==> src/pkg/rfa_consts.svh <==
// Constants for the register field access bank
`ifndef RFA_CONSTS_SVH
`define RFA_CONSTS_SVH
`define RFA_OFS_RW    4'h0
`define RFA_OFS_RO    4'h1
`define RFA_OFS_RC    4'h2
`define RFA_OFS_RW1C  4'h3
`define RFA_OFS_RW1S  4'h4
`define RFA_OFS_W1C   4'h5
`define RFA_OFS_WO    4'h6
`define RFA_RST_RW    8'h00
`define RFA_RST_RO    8'h00
`define RFA_RST_RC    8'h00
`define RFA_RST_RW1C  8'h00
`define RFA_RST_RW1S  8'h00
`define RFA_RST_W1C   8'h00
`define RFA_RST_WO    8'h00
`define RFA_RSVD_MSB  7
`define RFA_RSVD_LSB  6
`endif

==> src/pkg/rfa_pkg.sv <==
// Types for the register field access bank
package rfa_pkg;
	typedef logic [7:0] rfa_word_t;
	typedef enum logic [1:0] {
		RFA_IDLE  = 2'b00,
		RFA_RDACK = 2'b01
	} rfa_state_e;
endpackage

==> src/rfa_bank.sv <==
// Register bank showing each field access type
`timescale 1ns/1ps
`include "rfa_consts.svh"
module rfa_bank #(
	parameter logic [15:0] BASE_ADDR = 16'h0000
) (
	input  wire logic               sys_clk,
	input  wire logic               rst,
	input  wire logic               clk_en,
	input  wire logic               sel,
	input  wire logic               wr,
	input  wire logic [15:0]        addr,
	input  wire rfa_pkg::rfa_word_t wdata,
	input  wire rfa_pkg::rfa_word_t hw_status_set,
	input  wire rfa_pkg::rfa_word_t hw_count_in,
	input  wire rfa_pkg::rfa_word_t hw_ro_value,
	input  wire rfa_pkg::rfa_word_t hw_set_clear,
	output rfa_pkg::rfa_word_t      rdata,
	output logic                    rd_valid,
	output rfa_pkg::rfa_word_t      ctrl_out,
	output rfa_pkg::rfa_word_t      flags_out,
	output rfa_pkg::rfa_word_t      wo_out
);
	rfa_pkg::rfa_word_t rw_q, ro_q, rc_q, st_q, set_q, w1c_q, wo_q, rdata_q;
	rfa_pkg::rfa_word_t rw_d, rc_d, st_d, set_d, w1c_d, wo_d, rdata_d;
	logic               rd_valid_q;
	rfa_pkg::rfa_state_e state_q;
	function automatic logic hit(input logic [15:0] a, input logic [3:0] ofs);
		hit = (a[15:4] == BASE_ADDR[15:4]) && (a[3:0] == ofs);
	endfunction
	wire do_wr = clk_en && sel && wr;
	wire do_rd = clk_en && sel && !wr;
	wire wr_rw   = do_wr && hit(addr, `RFA_OFS_RW);
	wire rd_rc   = do_rd && hit(addr, `RFA_OFS_RC);
	wire wr_st   = do_wr && hit(addr, `RFA_OFS_RW1C);
	wire wr_set  = do_wr && hit(addr, `RFA_OFS_RW1S);
	wire wr_w1c  = do_wr && hit(addr, `RFA_OFS_W1C);
	wire wr_wo   = do_wr && hit(addr, `RFA_OFS_WO);
	wire rfa_pkg::rfa_word_t rsvd_keep = 8'h3F;
	assign rw_d  = wr_rw ? (wdata & rsvd_keep) : rw_q;
	// clear on read, new count wins
	assign rc_d  = (rd_rc ? 8'h00 : rc_q) | hw_count_in;
	assign st_d  = (wr_st ? (st_q & ~wdata) : st_q) | hw_status_set;
	assign set_d = (wr_set ? (set_q | wdata) : set_q) & ~(wr_set ? 8'h00 : hw_set_clear);
	assign w1c_d = (wr_w1c ? (w1c_q & ~wdata) : w1c_q) | hw_status_set;
	assign wo_d  = wr_wo ? wdata : wo_q;
	wire [3:0] ofs = addr[3:0];
	wire       in_blk = (addr[15:4] == BASE_ADDR[15:4]);
	always_comb begin
		rdata_d = 8'h00;
		if (in_blk) begin
			case (ofs)
				`RFA_OFS_RW:   rdata_d = rw_q;
				`RFA_OFS_RO:   rdata_d = ro_q;
				`RFA_OFS_RC:   rdata_d = rc_q;
				`RFA_OFS_RW1C: rdata_d = st_q;
				`RFA_OFS_RW1S: rdata_d = set_q;
				default:       rdata_d = 8'h00;
			endcase
		end
	end
	always_ff @(posedge sys_clk) begin
		if (rst) begin
			rw_q       <= `RFA_RST_RW;
			ro_q       <= `RFA_RST_RO;
			rc_q       <= `RFA_RST_RC;
			st_q       <= `RFA_RST_RW1C;
			set_q      <= `RFA_RST_RW1S;
			w1c_q      <= `RFA_RST_W1C;
			wo_q       <= `RFA_RST_WO;
			rdata_q    <= 8'h00;
			rd_valid_q <= 1'b0;
			state_q    <= rfa_pkg::RFA_IDLE;
		end else if (clk_en) begin
			rw_q       <= rw_d;
			ro_q       <= hw_ro_value;
			rc_q       <= rc_d;
			st_q       <= st_d;
			set_q      <= set_d;
			w1c_q      <= w1c_d;
			wo_q       <= wo_d;
			rdata_q    <= do_rd ? rdata_d : 8'h00;
			rd_valid_q <= do_rd;
			case (state_q)
				rfa_pkg::RFA_IDLE:  state_q <= do_rd ? rfa_pkg::RFA_RDACK : rfa_pkg::RFA_IDLE;
				rfa_pkg::RFA_RDACK: state_q <= do_rd ? rfa_pkg::RFA_RDACK : rfa_pkg::RFA_IDLE;
				default:            state_q <= rfa_pkg::RFA_IDLE;
			endcase
		end
	end
	assign rdata     = rdata_q;
	assign rd_valid  = rd_valid_q;
	assign ctrl_out  = rw_q;
	assign flags_out = set_q;
	assign wo_out    = wo_q;

	property p_rc_clear;
		@(posedge sys_clk) disable iff (rst)
		(rd_rc && hw_count_in == 8'h00) |=> (rc_q == 8'h00);
	endproperty
	a_rc_clear: assert property (p_rc_clear) else $error("Read-clear field not cleared");

	property p_rc_new;
		@(posedge sys_clk) disable iff (rst)
		(clk_en && hw_count_in != 8'h00) |=> ((rc_q & $past(hw_count_in)) == $past(hw_count_in));
	endproperty
	a_rc_new: assert property (p_rc_new) else $error("Read-clear count lost");

	property p_rw_store;
		@(posedge sys_clk) disable iff (rst)
		wr_rw |=> (rw_q == ($past(wdata) & rsvd_keep));
	endproperty
	a_rw_store: assert property (p_rw_store) else $error("Read/write field lost data");

	property p_w1c_zero;
		@(posedge sys_clk) disable iff (rst)
		(wr_st && wdata == 8'h00) |=> (st_q == ($past(st_q) | $past(hw_status_set)));
	endproperty
	a_w1c_zero: assert property (p_w1c_zero) else $error("Zero write changed status");

	property p_wo1c_zero;
		@(posedge sys_clk) disable iff (rst)
		(wr_w1c && wdata == 8'h00) |=> (w1c_q == ($past(w1c_q) | $past(hw_status_set)));
	endproperty
	a_wo1c_zero: assert property (p_wo1c_zero) else $error("Zero write changed clear bit");

	property p_w1c_one;
		@(posedge sys_clk) disable iff (rst)
		wr_st |=> ((st_q & $past(wdata) & ~$past(hw_status_set)) == 8'h00);
	endproperty
	a_w1c_one: assert property (p_w1c_one) else $error("One write did not clear");

	property p_wo1c_one;
		@(posedge sys_clk) disable iff (rst)
		wr_w1c |=> ((w1c_q & $past(wdata) & ~$past(hw_status_set)) == 8'h00);
	endproperty
	a_wo1c_one: assert property (p_wo1c_one) else $error("One write did not clear bit");

	property p_w1c_new;
		@(posedge sys_clk) disable iff (rst)
		(clk_en && (hw_status_set != 8'h00)) |=> ((st_q & $past(hw_status_set)) == $past(hw_status_set));
	endproperty
	a_w1c_new: assert property (p_w1c_new) else $error("New status lost");

	property p_w1s_zero;
		@(posedge sys_clk) disable iff (rst)
		(wr_set && wdata == 8'h00) |=> (set_q == $past(set_q));
	endproperty
	a_w1s_zero: assert property (p_w1s_zero) else $error("Zero write changed set bit");

	property p_w1s_one;
		@(posedge sys_clk) disable iff (rst)
		wr_set |=> ((set_q & $past(wdata)) == $past(wdata));
	endproperty
	a_w1s_one: assert property (p_w1s_one) else $error("One write did not set");

	property p_w1s_hwclr;
		@(posedge sys_clk) disable iff (rst)
		(clk_en && !wr_set && hw_set_clear != 8'h00) |=> ((set_q & $past(hw_set_clear)) == 8'h00);
	endproperty
	a_w1s_hwclr: assert property (p_w1s_hwclr) else $error("Hardware clear ignored");

	// reserved bits zero, judged on the offset that was read
	property p_rsvd;
		@(posedge sys_clk) disable iff (rst)
		rd_valid |-> (rdata[`RFA_RSVD_MSB:`RFA_RSVD_LSB] == 2'b00 || $past(ofs) != `RFA_OFS_RW);
	endproperty
	a_rsvd: assert property (p_rsvd) else $error("Reserved bits not zero");

	property p_w1c_rd;
		@(posedge sys_clk) disable iff (rst)
		(rd_valid && $past(ofs) == `RFA_OFS_W1C) |-> (rdata == 8'h00);
	endproperty
	a_w1c_rd: assert property (p_w1c_rd) else $error("Write-only clear register read data");

	property p_wo;
		@(posedge sys_clk) disable iff (rst)
		wr_wo |=> (wo_out == $past(wdata));
	endproperty
	a_wo: assert property (p_wo) else $error("Write-only write lost");

	// frozen while disabled, so a stalled bus cannot corrupt state
	property p_freeze;
		@(posedge sys_clk) disable iff (rst)
		!clk_en |=> (rw_q == $past(rw_q) && st_q == $past(st_q) && set_q == $past(set_q));
	endproperty
	a_freeze: assert property (p_freeze) else $error("State moved while disabled");

	c_rc:  cover property (@(posedge sys_clk) rd_rc && rc_q != 8'h00);
	c_st:  cover property (@(posedge sys_clk) wr_st && hw_status_set != 8'h00);
	c_set: cover property (@(posedge sys_clk) wr_set && wdata != 8'h00);
	c_w1c: cover property (@(posedge sys_clk) wr_w1c && wdata != 8'h00);
	c_frz: cover property (@(posedge sys_clk) !clk_en && sel);
endmodule // rfa_bank

==> config.mk <==
export PLATFORM = sky130hd
export DESIGN_NAME = rfa_bank
export DESIGN_NICKNAME = d
export VERILOG_FILES = /design/src/pkg/rfa_pkg.sv /design/src/rfa_bank.sv
export VERILOG_INCLUDE_DIRS = /design/src /design/src/pkg
export SDC_FILE = /design/constraint.sdc
export NUM_CORES = 1
export LEC_CHECK = 0
export BUFFER_PORTS_ARGS = -buffer_cell sky130_fd_sc_hd__buf_2
export CORE_MARGIN = 5
export CORE_UTILIZATION = 40
export CTS_CLUSTER_DIAMETER = 60
export DETAILED_ROUTE_END_ITERATION = 16
export HOLD_SLACK_MARGIN = 0.05
export PLACE_DENSITY = 0.66
export RECOVER_POWER = 100
export SYNTH_ARGS = -nofsm -noshare
export SYNTH_HDL_FRONTEND = slang
export SYNTH_SLANG_ARGS = --single-unit
==> constraint.sdc <==
create_clock -name sys_clk -period 3.4 [get_ports sys_clk]
set_input_delay 0.68 -clock sys_clk [delete_from_list [all_inputs] [get_ports sys_clk]]
set_output_delay 0.68 -clock sys_clk [all_outputs]
set_load 0.02 [all_outputs]
* Word-level counts from Yosys, hierarchy flattened
Cells that the tools add are included. Widths: inputs -> output; s select.
Storage, ports and cells: memories 0, logic and storage cells 45, RAM bits 0, register bits after elaboration 55, bits in latches 0, output and inout bits 33, bits in read-only memories 0, input bits 61
Cells by class: shifts and indexed selects 0, mux-type cells 7, add/sub/neg operators 0, bitwise operators 7, multiply operators 0, equality and inequality tests 5, order comparisons 0, reduce and logical (&&, ||, !) cells 18, divide/modulo/power cells 0
Operators by type and width (number):
- $mux 8 | 6
- $pmux 8 s5 | 1
- $or 8x8->8 | 3
- $and 8x8->8 | 2
- $not 8->8 | 2
- $logic_and 1x1->1 | 13
- $logic_not 12->1 | 1
- $eq 4x2->1 const B | 2
- $eq 4x3->1 const B | 2
- $eq 4x1->1 const B | 1
- $logic_not 4->1 | 1
- $reduce_and 2->1 | 2
- $logic_not 1->1 | 1

* Depth between registers and ports, before layout
depth in word-level cells 6, mapped depth 6, depth with buffers taken out 4

* Worst setup path before layout
OpenSTA, ideal clock, no wires.
path kind input -> register, from input addr[13], to register rdata_q[4] (netlist: rdata[4]), arrival 2611 ps, path slack 702 ps, data required time 3314 ps, stages 6, library setup time 86 ps, buffers on the path 2, cells stage by stage or4_4 or4_4 buf_6 or3b_1 buf_6 a221oi_2
Between the ends: cells in the longest elaborated chain, start to end 3
Ends and longest elaborated chain:
- from (decl) | line rfa_bank.sv:12 | input wire logic [15:0] addr,
- $logic_not 12->1 | line rfa_bank.sv:48 | wire in_blk = (addr[15:4] == BASE_ADDR[15:4]);
- $mux 8 | line rfa_bank.sv:51 | if (in_blk) begin
- $mux 8 | line rfa_bank.sv:82 | rdata_q <= do_rd ? rdata_d : 8'h00;
- to (signal assigned) | line rfa_bank.sv:82
- to (decl) | line rfa_bank.sv:24 | rfa_pkg::rfa_word_t rw_q, ro_q, rc_q, st_q, set_q, w1c_q, wo_q, rdata_q;
Every way passes these cells. A chain may end at the register's enable or synchronous reset.

* Worst setup path in the final report
Same ends and word-level chain as after synthesis.

==> summary.md <==
| Metric | Value |
|---|---|
| Crit. Startpoint | addr[13] |
| Setup_tns | 0 ps |
| RR Startpoint | flags_out[5] |
| Clock Skews | 9.18 ps |
| Max VDD drop | 0.249 mV |
| Sequential-to-total area share from yosys stat | 41.3% |
| GPL Wtd Cong | 0.809 |
| Post-Synthesis Cells | 306 |
| Die Y | 91.6 um |
| R2r endpoint | rdata[5] |
| Tmin final | 2740 ps |
| F_max | 0.365 GHz |
| Reg-to-reg setup timing slack | 2220 ps |
| Worst-path clk slew | 100 ps |
| RSZ-0062 raised after global routing | no |
| Area grow syn2layout | 20.2% |
| Failing checks | capacitance limit, slew limit |
| Maximum number of pins on one net before global-route repair | 64 |
| Fillers | 675 |
| Asr flop ratio synth | 0% |
| Post-cts resize count | 0 |
| Final Hold Viols | 0 |
| Initial core utilization | 41.5% |
| Num CTS Buffers | 5 |
| Place WS | 476 ps |
| Pre-antenna DRT Iters | 4 |
| CTS tree | built |
| Setup violators final | 0 |
| Clock sink count | 55 |
| Commonest non-fill, non-tap cell in the layout | buf_2 |
| Root Driver | clkbuf_8 |
| Yosys warning count | 0 |
| DPL Wire Length | 5.78 mm |
| Leak | 1.31 nW |
| Post-CTS Setup Inserts | 0 |
| Commonest cells after routing, fill and taps aside | buf_2 (59), dfxtp_1 (55), clkbuf_1 (32) |
| Vias per inst | 5.44 |
| PD cells | 392 nW/um2 |
| Reg2Reg Depth | 4 |
| Port Buffers | 91 |
| Slew Limit Fails | 64 |
| Hold buffer count at cts | 0 |
| Layout cells sized above 1 | 21.2% |
| Antenna Nets Post-Route | 0 |
| Yosys reg bits | 55 |
| Setup CP Type | input pin to flip-flop |
| Number of inserted diodes | 0 |
| Synth cell types | 36 |
| Placed Cells | 456 |
| Grt ovf | 0 |
| Nets | 447 |
| Worst path required time | 3590 ps |
| Crit-path max FO | 9 |
| Worst-Margin Slew | 2470 ps |
| Setup crit end | rdata[4] |
| Tcrit/Tclk final | 80.6% |
| Number of DRC markers in iteration 0 | 141 |
| Die area | 8400 um2 |
| Vias in the first global route | 2558 |
| CTS H-tree lvls | 2 |
| Syn Area/Cell | 8.71 um2 |
| Main synth FF type | dfxtp_1 |
| Drt total wl | 7.79 mm |
| Initial antenna violation count | 0 |
| Setup crit end kind | flip-flop |
| Die width | 91.6 um |
| Final Non-Filler Cells | 464 |
| First-pass GRT wire length | 12.6 mm |
| WL per Instance | 16.8 um |
| All-Layer GR Usage | 18.5% |
| Max-cap violations | 1 |
| EDFF count, synth | 0 |
| Outcome | finished with violations |
| Max Root-Sink Buffers | 2 |
| Startpoint Class | input pin |
| Core box area | 6420 um2 |
| Setup ws final | 660 ps |
| Max-slew headroom | -64.4% |
| Vias | 2524 |
| Io pins | 94 |
| Worst hold-check path type | flip-flop to flip-flop |
| Clk Latency, worst-skew pair | 310 ps |
| DRC | 0 |
| Row count | 29 |
| Critical path arrival | 2930 ps |
| Post-Syn Area | 2670 um2 |
## stage by stage
stage | util [%] | cell area [um2] | hold slack [ps] | total power [mW]
after floorplan | - | 2670 | 450 | 0.770
after global placement | 49.0 | 3150 | 458 | 0.827
after detailed placement | 49.0 | 3150 | 459 | 0.831
after CTS | 50.8 | 3260 | 476 | 1.27
after global routing | 49.9 | 3200 | 503 | 1.32
final | 49.9 | 3200 | 474 | 1.26
## worst min-delay path by stage
stage / slack [ps] / start / endpoint / cells after the start
finish: 470 / rd_valid / rd_valid / 2
CTS: 480 / rd_valid / rd_valid / 2
detailed placement: 460 / rd_valid / rd_valid / 2
global placement: 460 / rd_valid / rd_valid / 2
global route: 500 / wo_out[2] / wo_out[2] / 2
floorplan: 450 / rc_q[1] / rc_q[1] / 2
## area by class of cell
type | instances | area, um2 | area share (%)
Sequential cell | 55 | 1100 | 34.4
Inverter | 1 | 3.75 | 0.117
Multi-Input combinational cell | 228 | 1450 | 45.1
Timing Repair Buffer | 95 | 445 | 13.9
Tap cell | 77 | 96.3 | 3.01
Clock inverter | 3 | 43.8 | 1.37
Clock buffer | 5 | 68.8 | 2.15
## routing by layer
layer  part of all wire (%)  wire length [um]  vias to the layer above  track usage [%]
met2                     47              3670                       83             29.4
met4                    1.6               124                        0             6.28
li1                       -                 -                     1259                -
met3                    5.8               453                       11             3.93
met1                     45              3540                     1171             24.9
met5                      0                 0                        -                0
## synthesized netlist by cell type, types with 2 or more instances
master / instances / area, um2
mux2_2: 4 / 45.0
or3b_2: 2 / 17.5
mux2i_1: 26 / 260
nand2b_1: 26 / 163
buf_1: 4 / 15.0
a21oi_1: 25 / 125
or4_4: 3 / 33.8
a221oi_2: 2 / 30.0
nor4_1: 2 / 12.5
dfxtp_1: 55 / 1100
nand2_1: 25 / 93.8
buf_6: 2 / 22.5
a21o_1: 8 / 60.1
clkbuf_1: 15 / 56.3
nand3_1: 7 / 35.0
nand4_1: 8 / 50.1
a22o_1: 2 / 17.5
nor2_1: 23 / 86.3
a211oi_1: 9 / 67.6
a21boi_0: 2 / 15.0
a32oi_1: 10 / 87.6
nor2b_1: 2 / 12.5
o21ai_0: 29 / 145
nand3b_1: 2 / 15.0
buf_4: 2 / 15.0
## power by group
| group | switching [mW] | total (mW) | internal [mW] |
|---|---|---|---|
| clock | 0.222 | 0.442 | 0.220 |
| sequential | 0.0103 | 0.673 | 0.663 |
| combinational | 0.0780 | 0.143 | 0.0648 |
| total | 0.310 | 1.26 | 0.947 |
## registers in the layout (all words and copies together) (netlist names)
signal / flops
flags_out: 8
rc_q: 8
rdata: 8
ro_q: 8
st_q: 8
wo_out: 8
ctrl_out: 6
rd_valid: 1
## critical path, cell delays in order
cell	delay [ps]
buf_2	100
or4_4	550
or4_1	700
or3b_1	570
a221oi_1	330
## logic make-up after synthesis
family / count (synthesis) / share of synthesized area, %
compound gates: 88 / 21.0
buf+inv: 24 / 4.22
flops: 55 / 41.3
mux: 30 / 11.5
other cells: 1 / 0.141
simple gates: 108 / 21.8
Note: power is estimated with default switching activity, not from simulation.
